File: src/verilog/diag_bank_pkg.sv
// Constants and carrier types for the regulator diagnostic status bank.
// Assumes one 125 MHz clock and a 16-bit SPI frame from the host.
package diag_bank_pkg;

    // ------------------------------------------------------------
    // Frame layout
    // ------------------------------------------------------------
    localparam int FRAME_BITS = 16;
    localparam logic [4:0] ADDR_BYTE_DONE = 5'h08;
    localparam logic [7:0] CMD_CORE_READ = 8'h1A;
    localparam logic [7:0] CMD_ANALOG_READ = 8'h1C;
    localparam logic [7:0] CMD_AUX_READ = 8'h1E;
    localparam int GLOBAL_RESERVED_BIT = 4;

    // ------------------------------------------------------------
    // Flag vector: positions, reset values, per-register groups
    // ------------------------------------------------------------
    localparam int FLAG_COUNT = 15;
    localparam int CORE_LSB = 11;
    localparam int ANALOG_LSB = 5;
    localparam int AUX_LSB = 0;
    localparam int ANALOG_WARN_BIT = 10;
    localparam int ANALOG_TIMEOUT_BIT = 5;
    localparam logic [14:0] FLAG_RESET = 15'h0884;
    localparam logic [14:0] CORE_MASK = 15'h7800;
    localparam logic [14:0] ANALOG_MASK = 15'h07E0;
    localparam logic [14:0] AUX_MASK = 15'h001F;
    localparam int SYNC_DEPTH = 3;

    // Live comparator levels, packed in flag-vector order
    typedef struct packed {
        logic coreThermalWarning;
        logic coreThermalShutdown;
        logic coreFeedbackOvervoltage;
        logic coreFeedbackUndervoltage;
        logic analogThermalWarning;
        logic analogThermalShutdown;
        logic analogOvervoltage;
        logic analogUndervoltage;
        logic analogCurrentLimit;
        logic analogLimitTimeout;
        logic auxThermalShutdown;
        logic auxOvervoltage;
        logic auxUndervoltage;
        logic auxCurrentLimit;
        logic auxLimitTimeout;
    } diag_live_s;

    // Summary flags returned in the upper byte of every answer
    typedef struct packed {
        logic spiGlobalFlag;
        logic wakeupGlobalFlag;
        logic canGlobalFlag;
        logic reservedGlobal;
        logic ioGlobalFlag;
        logic preregulatorGlobalFlag;
        logic coreRailGlobalFlag;
        logic miscellaneousGlobalFlag;
    } global_flags_s;

    typedef struct packed {
        logic [SYNC_DEPTH-1:0] sync;
        logic stable;
        logic flag;
    } flag_state_s;

    typedef struct packed {
        logic [SYNC_DEPTH-1:0] sclkSync;
        logic [SYNC_DEPTH-1:0] csSync;
        logic [SYNC_DEPTH-1:0] mosiSync;
        logic [SYNC_DEPTH-1:0] pnpSync;
        logic sclkStable;
        logic csStable;
        logic mosiStable;
        logic pnpStable;
        logic [7:0] cmdByte;
        logic [4:0] bitCount;
        logic [15:0] frameWord;
        logic [14:0] clearVec;
        logic miso;
        logic misoOe;
    } spi_state_s;

endpackage

File: src/verilog/regulator_diag_status_bank.sv
// Read-clear diagnostic registers for the core, analog and auxiliary rails.
// Assumes SPI pins and comparator levels are asynchronous to ref_clk.
//
// Behaviour
// - Core thermal warning reads 1 above warning temperature; resets 0, clears on read.
// - Core thermal shutdown reads 1 once shutdown happened; resets 0, clears on read.
// - Core feedback overvoltage reads 1 above threshold; resets 0, clears on read.
// - Core feedback undervoltage reads 1 below threshold; resets 1, re-evaluated on read.
// - Analog thermal warning valid only with internal pass transistor; resets 0.
// - Analog thermal shutdown reads 1 after shutdown; resets 0, clears on read.
// - Analog overvoltage reads 1 above threshold; resets 0, clears on read.
// - Analog undervoltage reads 1 below threshold; resets 1, re-evaluated on read.
// - Analog current limit reads 1 while limiting; resets 0, clears on read.
// - Analog limit timeout valid only with external PNP; resets 0, clears on read.
// - Aux thermal shutdown reads 1 after shutdown; resets 0, clears on read.
// - Aux overvoltage reads 1 above threshold; resets 0, clears on read.
// - Aux undervoltage reads 1 below threshold; resets 1, re-evaluated on read.
// - Aux current limit and limit timeout latch; both reset 0, clear on read.
`timescale 1ns/1ns
module regulator_diag_status_bank import diag_bank_pkg::*; (
    input wire logic ref_clk,
    input wire logic reset_n,
    input wire logic spiClk,
    input wire logic spiSelect_n,
    input wire logic spiMosi,
    output logic spiMiso,
    output logic spiMisoOe,
    input wire diag_live_s comparators,
    input wire global_flags_s globalFlags,
    input wire logic analogExternalPnp
);

    spi_state_s state;
    spi_state_s next_state;
    logic [14:0] flagVec;
    logic [14:0] liveVec;
    logic sclkRise;
    logic sclkFall;
    logic frameStart;
    logic [7:0] cmdNow;
    logic [7:0] upperByte;

    // ------------------------------------------------------------
    // Flag cells
    // ------------------------------------------------------------
    always_comb begin
        liveVec = comparators;
        liveVec[ANALOG_WARN_BIT] = comparators.analogThermalWarning & ~state.pnpStable;
        liveVec[ANALOG_TIMEOUT_BIT] = comparators.analogLimitTimeout & state.pnpStable;
    end

    for (genvar i = 0; i < FLAG_COUNT; i++) begin : g_flag
        diag_flag_cell #(
            .RESET_VAL(FLAG_RESET[i])
        ) u_cell (
            .ref_clk(ref_clk),
            .reset_n(reset_n),
            .rawLevel(liveVec[i]),
            .clearFlag(state.clearVec[i]),
            .flag(flagVec[i])
        );
    end

    // ------------------------------------------------------------
    // SPI frame engine
    // ------------------------------------------------------------
    always_comb begin
        sclkRise = !state.sclkStable && (state.sclkSync[1] == state.sclkSync[2]) && state.sclkSync[2];
        sclkFall = state.sclkStable && (state.sclkSync[1] == state.sclkSync[2]) && !state.sclkSync[2];
        frameStart = state.csStable && (state.csSync[1] == state.csSync[2]) && !state.csSync[2];
        cmdNow = {state.cmdByte[6:0], state.mosiStable};
        upperByte = globalFlags;
        upperByte[GLOBAL_RESERVED_BIT] = 1'b0;
    end

    always_comb begin
        next_state = state;
        next_state.sclkSync = {state.sclkSync[SYNC_DEPTH-2:0], spiClk};
        next_state.csSync = {state.csSync[SYNC_DEPTH-2:0], spiSelect_n};
        next_state.mosiSync = {state.mosiSync[SYNC_DEPTH-2:0], spiMosi};
        next_state.pnpSync = {state.pnpSync[SYNC_DEPTH-2:0], analogExternalPnp};
        if (state.sclkSync[1] == state.sclkSync[2]) begin
            next_state.sclkStable = state.sclkSync[2];
        end
        if (state.csSync[1] == state.csSync[2]) begin
            next_state.csStable = state.csSync[2];
        end
        if (state.mosiSync[1] == state.mosiSync[2]) begin
            next_state.mosiStable = state.mosiSync[2];
        end
        if (state.pnpSync[1] == state.pnpSync[2]) begin
            next_state.pnpStable = state.pnpSync[2];
        end
        next_state.clearVec = '0;
        next_state.misoOe = !state.csStable;
        if (frameStart) begin
            next_state.bitCount = '0;
            next_state.frameWord = {upperByte, 8'h00};
            next_state.miso = upperByte[7];
            next_state.misoOe = 1'b1;
        end else if (!state.csStable && sclkRise && state.bitCount < 5'(FRAME_BITS)) begin
            next_state.cmdByte = cmdNow;
            next_state.bitCount = state.bitCount + 5'h01;
            if (state.bitCount + 5'h01 == ADDR_BYTE_DONE) begin
                unique case (cmdNow)
                    CMD_CORE_READ: begin
                        next_state.frameWord[7:0] = {2'b00, flagVec[CORE_LSB +: 4], 2'b00};
                        next_state.clearVec = CORE_MASK;
                    end
                    CMD_ANALOG_READ: begin
                        next_state.frameWord[7:0] = {2'b00, flagVec[ANALOG_LSB +: 6]};
                        next_state.clearVec = ANALOG_MASK;
                    end
                    CMD_AUX_READ: begin
                        next_state.frameWord[7:0] = {3'b000, flagVec[AUX_LSB +: 5]};
                        next_state.clearVec = AUX_MASK;
                    end
                    default: begin
                        next_state.frameWord[7:0] = 8'h00;
                    end
                endcase
            end
        end else if (!state.csStable && sclkFall && state.bitCount < 5'(FRAME_BITS)) begin
            next_state.miso = state.frameWord[4'(FRAME_BITS - 1) - state.bitCount[3:0]];
        end
    end

    always_ff @(posedge ref_clk) begin
        if (!reset_n) begin
            state <= '{sclkSync: '0, csSync: '1, mosiSync: '0, pnpSync: '0, sclkStable: 1'b0,
                       csStable: 1'b1, mosiStable: 1'b0, pnpStable: 1'b0, cmdByte: '0,
                       bitCount: '0, frameWord: '0, clearVec: '0, miso: 1'b0, misoOe: 1'b0};
        end else begin
            state <= next_state;
        end
    end

    assign spiMiso = state.miso;
    assign spiMisoOe = state.misoOe;

    // ------------------------------------------------------------
    // Checks
    // ------------------------------------------------------------
    property p_core_warn_held;
        @(posedge ref_clk) disable iff (!reset_n)
        flagVec[14] && !state.clearVec[14] |=> flagVec[14];
    endproperty
    a_core_warn_held: assert property (p_core_warn_held) else $error("core warning lost unread");

    property p_core_ov_held;
        @(posedge ref_clk) disable iff (!reset_n)
        $rose(flagVec[12]) |-> ##1 (flagVec[12] || $past(state.clearVec[12]));
    endproperty
    a_core_ov_held: assert property (p_core_ov_held) else $error("core overvoltage lost unread");

    property p_core_byte;
        @(posedge ref_clk) disable iff (!reset_n)
        state.clearVec[CORE_LSB] |-> state.frameWord[5:2] == $past(flagVec[CORE_LSB +: 4])
            && state.frameWord[7:6] == 2'b00 && state.frameWord[1:0] == 2'b00;
    endproperty
    a_core_byte: assert property (p_core_byte) else $error("core answer byte wrong");

    property p_analog_group;
        @(posedge ref_clk) disable iff (!reset_n)
        state.clearVec[ANALOG_LSB] |-> state.clearVec == ANALOG_MASK;
    endproperty
    a_analog_group: assert property (p_analog_group) else $error("analog read cleared wrong flags");

    property p_aux_only_on_read;
        @(posedge ref_clk) disable iff (!reset_n)
        state.clearVec[AUX_LSB] |-> $past(state.bitCount) == 5'h07 && state.cmdByte == CMD_AUX_READ;
    endproperty
    a_aux_only_on_read: assert property (p_aux_only_on_read) else $error("aux cleared without read");

    property p_miso_idle;
        @(posedge ref_clk) disable iff (!reset_n)
        state.csStable ##1 state.csStable |-> !spiMisoOe;
    endproperty
    a_miso_idle: assert property (p_miso_idle) else $error("MISO driven while deselected");

    property p_reset_values;
        @(posedge ref_clk) disable iff (!reset_n)
        $rose(reset_n) |-> flagVec == FLAG_RESET;
    endproperty
    a_reset_values: assert property (p_reset_values) else $error("flag reset values wrong");

    property p_core_group;
        @(posedge ref_clk) disable iff (!reset_n)
        state.clearVec[CORE_LSB] |-> state.clearVec == CORE_MASK;
    endproperty
    a_core_group: assert property (p_core_group) else $error("core read cleared wrong flags");

    property p_aux_group;
        @(posedge ref_clk) disable iff (!reset_n)
        state.clearVec[AUX_LSB] |-> state.clearVec == AUX_MASK;
    endproperty
    a_aux_group: assert property (p_aux_group) else $error("aux read cleared wrong flags");

    property p_analog_byte;
        @(posedge ref_clk) disable iff (!reset_n)
        state.clearVec[ANALOG_LSB] |-> state.frameWord[7:0] == {2'b00, $past(flagVec[ANALOG_LSB +: 6])};
    endproperty
    a_analog_byte: assert property (p_analog_byte) else $error("analog answer byte wrong");

    property p_aux_byte;
        @(posedge ref_clk) disable iff (!reset_n)
        state.clearVec[AUX_LSB] |-> state.frameWord[7:0] == {3'b000, $past(flagVec[AUX_LSB +: 5])};
    endproperty
    a_aux_byte: assert property (p_aux_byte) else $error("aux answer byte wrong");

    property p_warn_gated;
        @(posedge ref_clk) disable iff (!reset_n)
        state.pnpStable [*8] ##1 state.clearVec[ANALOG_WARN_BIT] |=> !flagVec[ANALOG_WARN_BIT];
    endproperty
    a_warn_gated: assert property (p_warn_gated) else $error("analog warning with external PNP");

    property p_timeout_gated;
        @(posedge ref_clk) disable iff (!reset_n)
        (!state.pnpStable) [*8] ##1 state.clearVec[ANALOG_TIMEOUT_BIT] |=> !flagVec[ANALOG_TIMEOUT_BIT];
    endproperty
    a_timeout_gated: assert property (p_timeout_gated) else $error("timeout flag without PNP");

endmodule

File: src/verilog/diag_flag_cell.sv
// One latched diagnostic flag fed by an asynchronous comparator level.
// Assumes clearFlag is a one-cycle pulse on ref_clk.
`timescale 1ns/1ns
module diag_flag_cell import diag_bank_pkg::*; #(
    parameter logic RESET_VAL = 1'b0
) (
    input wire logic ref_clk,
    input wire logic reset_n,
    input wire logic rawLevel,
    input wire logic clearFlag,
    output logic flag
);

    flag_state_s state;
    flag_state_s next_state;

    // ------------------------------------------------------------
    // Sync, latch, re-evaluate on read
    // ------------------------------------------------------------
    always_comb begin
        next_state = state;
        next_state.sync = {state.sync[SYNC_DEPTH-2:0], rawLevel};
        if (state.sync[1] == state.sync[2]) begin
            next_state.stable = state.sync[2];
        end
        if (clearFlag) begin
            next_state.flag = state.stable;
        end else begin
            next_state.flag = state.flag | state.stable;
        end
    end

    always_ff @(posedge ref_clk) begin
        if (!reset_n) begin
            state <= '{sync: '0, stable: RESET_VAL, flag: RESET_VAL};
        end else begin
            state <= next_state;
        end
    end

    assign flag = state.flag;

    property p_flag_held;
        @(posedge ref_clk) disable iff (!reset_n)
        state.flag && !clearFlag |=> state.flag;
    endproperty
    a_flag_held: assert property (p_flag_held) else $error("flag dropped without a read");

    property p_flag_reeval;
        @(posedge ref_clk) disable iff (!reset_n)
        clearFlag |=> state.flag == $past(state.stable);
    endproperty
    a_flag_reeval: assert property (p_flag_reeval) else $error("flag not re-evaluated on read");

    property p_flag_set;
        @(posedge ref_clk) disable iff (!reset_n)
        state.stable ##1 state.stable |-> state.flag;
    endproperty
    a_flag_set: assert property (p_flag_set) else $error("active condition not latched");

endmodule

File: config.mk
export PLATFORM = sky130hd
export DESIGN_NAME = regulator_diag_status_bank
export DESIGN_NICKNAME = d
export VERILOG_FILES = /design/src/verilog/diag_bank_pkg.sv /design/src/verilog/regulator_diag_status_bank.sv /design/src/verilog/diag_flag_cell.sv
export SDC_FILE = /design/constraint.sdc
export NUM_CORES = 1
export LEC_CHECK = 0
export BUFFER_PORTS_ARGS = -buffer_cell sky130_fd_sc_hd__buf_2
export CORE_MARGIN = 1.5
export CORE_UTILIZATION = 25
export DETAILED_ROUTE_END_ITERATION = 10
export PLACE_DENSITY = 0.43
export SETUP_SLACK_MARGIN = 0.5
export SLEW_MARGIN = 20
export SYNTH_ARGS = -nofsm -noshare
export SYNTH_HDL_FRONTEND = slang
export SYNTH_SLANG_ARGS = --single-unit
File: constraint.sdc
create_clock -name ref_clk -period 2.2 [get_ports ref_clk]
set_input_delay 0.22 -clock ref_clk [delete_from_list [all_inputs] [get_ports ref_clk]]
set_output_delay 0.22 -clock ref_clk [all_outputs]
set_load 0.02 [all_outputs]
==> results.md <==
- First-pass GRT wire length: 12700 um
- CTS tree: done
- Leakage Power: 0.00201 uW
- Port Buffers: 29
- WP data required: roughly 2500 ps
- Initial antenna violation count: 0
- Die Y: 134 um
- Clk pin slew, worst setup/hold paths: 50 ps
- Startpoint Class: flip-flop
- GRT met3 Usage: 0.0377
- DR vias/cell: just over 4
- Hold WC Path Type: in -> reg
- Die area: 0.0179 sq mm
- Proportion of layout cells with a drive suffix above 1: 0.167
- Num rows: 47
- Drt drc: 0
- CTS Buf Count: 17
- Number of synthesized register bits: 121
- ANT nets after route: 0
- Slew Limit Fails: 0
- Hold_ws: 38.0 ps
- WL final: about 7000 um
- Net load switching power: 1020 uW
- Register share of total power: 0.452
- Vias in the first global route: around 2800
- Core area: ~0.017 sq mm
- Seq/Total Area, Yosys: 0.568
- Final setup margin: 617 ps
- Worst Path Class, Setup: reg -> reg
- Final net count: 491
- Hold Path Depth: 3
- Final Hold Fails: 0
- Synth warn: 0
- Area Overhead vs Synth: 25.8%
- Drt pass-1 iters: 5
- WL per Instance: 10.4 um
- Pre-CTS setup slack: between 400 and 500 ps
- Starting DRT DRC Count: 107
- Deepest level of the CTS H-tree: 4
- Slew @ Worst Pin: 515 ps
- Global route overflow: 0
- CP Capture Type: flip-flop
- Met2 usage: 0.141
- Initial Util: 0.256
- Clock tree buffer depth: 2
- R2r worst-path depth: 5
- Largest net degree at the start of global routing: 80
- Crit path max fanout: 10
- Cells after Synth: a little over 400
- Maximum clock rate: 632 MHz
- GRT met1 Usage: 0.108
- Worst reg2reg setup slack: around 620 ps
- Post-CTS Setup Inserts: 0
- Minimum clock period: 1580 ps
- Cell area after synthesis: 0.00427 sq mm
- Combinational power share: 0.024
- PwrDens: 931 mW/mm^2
- Synth unique cells: 45
- Fin crit share: 0.720
- Routability Congestion: 0.715
- Vias: 2809
- DP Wirelength: around 4700 um
- Status: finished, final reports clean
- Clock Tree Root: clkbuf_16
- Clock Latency Late Sink: 410 ps
- Ports: 31
- GR peak layer: met2
- Syn Area/Cell: approximately 10 sq um
- GRT Util Overall: 0.0918
- Die Width: 134 um
- Max Cap Viol: 0
- Setup Skew: between 10 and 15 ps
- Clk pwr share: 0.523
- Setup repair after global routing missed its margin: yes
- Setup total negative slack: 0 ps
- Net switching share of the total power: 0.203
- Clock Sinks: 121
- Rel. slew slack: 0.655
- Internal power: 3980 uW
- Worst IR Drop VDD: 0.475 mV
- Diodes inserted: 0
- Final setup violation count: 0
- Synthesized net count: approximately 440
- Finished Core Util: 0.323
- Arrival @ worst endpoint: 1930 ps
## worst paths after layout
path	start	endpoint
setup / recovery	state[37]	state[15]
hold / removal	comparators[10]	g_flag[10].u_cell.next_state[3]
setup reg to reg	state[37]	state[15]
hold reg to reg	next_state[57]	next_state[58]
## critical path, stage by stage (launching register included)
cell	delay [ps]
dfxtp_1	360
nor4b_2	340
nand2_1	110
buf_4	200
and4bb_1	330
and3_1	170
## state kept, by name, summed over array words and instances (netlist names)
name	flops
spiMisoOe	1
state	28
g_flag.u_cell.next_state	30
next_state	8
g_flag.u_cell.state	30
cmdNow	8
spiMiso	1
g_flag.u_cell.flag	15
## cells in the final DEF, fill, tap and decap left out, drive strengths merged, types with 2 or more instances in the layout
| cell type | netlist | final |
|---|---|---|
| nand3b | 4 | 4 |
| a21oi | 4 | 4 |
| nor4 | 2 | 2 |
| xor2 | 2 | 2 |
| dfxtp | 121 | 121 |
| a21boi | 29 | 29 |
| or3 | 2 | 2 |
| nor2 | 10 | 10 |
| o21a | 12 | 12 |
| mux2i | 10 | 10 |
| nand2 | 49 | 49 |
| nor3 | 2 | 2 |
| clkbuf | 13 | 22 |
| clkinvlp | 0 | 3 |
| and2 | 55 | 55 |
| mux4 | 2 | 2 |
| a22oi | 4 | 4 |
| nand2b | 8 | 8 |
| nor2b | 12 | 12 |
| dlygate4sd3 | 0 | 17 |
| o21ai | 20 | 20 |
| clkinv | 0 | 6 |
| or2 | 3 | 3 |
| buf | 10 | 34 |
| ha | 2 | 2 |
| and3 | 5 | 5 |
| mux2 | 3 | 3 |
| xnor2 | 3 | 3 |
| nand3 | 10 | 10 |
| and4bb | 2 | 2 |
## area by class of cell
class | instances | area [sq um]
Sequential cell | 121 | 2420
Fill cell | 1724 | 11300
Inverter | 1 | 3.75
Multi-Input combinational cell | 268 | 1720
Clock inverter | 10 | 93.8
Tap cell | 220 | 275
Timing Repair Buffer | 51 | 365
Clock buffer | 22 | 484
## kinds of logic (layout without fill, tap and decap cells)
kind of cell | count (synthesis) | after routing | synth area share
adder cells (fa/ha/maj) | 2 | 2 | 0.00586
XOR/XNOR | 5 | 5 | 0.0103
multiplexers | 15 | 15 | 0.0419
flip-flops | 121 | 121 | 0.568
buffers and inverters | 24 | 84 | 0.0305
AND/OR/NAND/NOR | 170 | 170 | 0.223
AO/OA/AOI/OAI | 76 | 76 | 0.121
## power by group through the flow
stage,clock (uW),combinational [uW],sequential (uW)
global placement,0,101,2310
detailed placement,0,102,2310
floorplan,0,66.7,2300
global route,2810,139,2260
CTS,2730,126,2260
finish,2620,122,2260
## timing repair
item                       4_1_cts  5_1_grt
hold endpoints to repair        17        0
hold buffers                    17        0
resized for setup                1        4
setup endpoints to repair        7        6
## synthesized netlist by cell type, drive strengths merged
library cell	count	area share
or3b	1	0.0021
clkbuf	13	0.011
a211oi	1	0.0018
nor2	10	0.0088
nor2b	12	0.018
and2b	1	0.0018
nor3	2	0.0023
xor2	2	0.0041
dfxtp	121	0.57
and3	5	0.0073
a21boi	29	0.051
a21oi	4	0.0047
a31o	1	0.0021
nand4	1	0.0029
o21a	12	0.021
mux4	2	0.011
and3b	1	0.0021
nand3b	4	0.0070
or3	2	0.0029
xnor2	3	0.0062
mux2i	10	0.023
nand3	10	0.012
a22oi	4	0.0070
o21ba	1	0.0023
and2	55	0.081
a31oi	1	0.0015
buf	10	0.018
ha	2	0.0059
and4bb	2	0.0059
nand2b	8	0.012
nand2	49	0.043
inv	1	0.00088
a21o	1	0.0018
nor4b	1	0.0035
o21ai	20	0.023
or2	3	0.0044
o211ai	1	0.0018
nor3b	1	0.0029
mux2	3	0.0079
o2bb2ai	1	0.0021
nor4	2	0.0044
## metal layers
layer  part of all wire  vias to the layer above
met4              0.018                        0
li1                   -                     1482
met5                  0                        -
met2               0.46                       39
met1               0.49                     1279
met3              0.037                        9
## through the flow
| stage | total power, uW | std cells | area (sq um) |
|---|---|---|---|
| floorplan | 2370 | 413 | 4270 |
| detailed placement | 2410 | 644 | 4610 |
| finish | 5000 | 693 | 5370 |
| global route | 5210 | 693 | 5370 |
| global placement | 2410 | 644 | 4610 |
| CTS | 5110 | 693 | 5360 |
(Power assumes the default switching activity.)
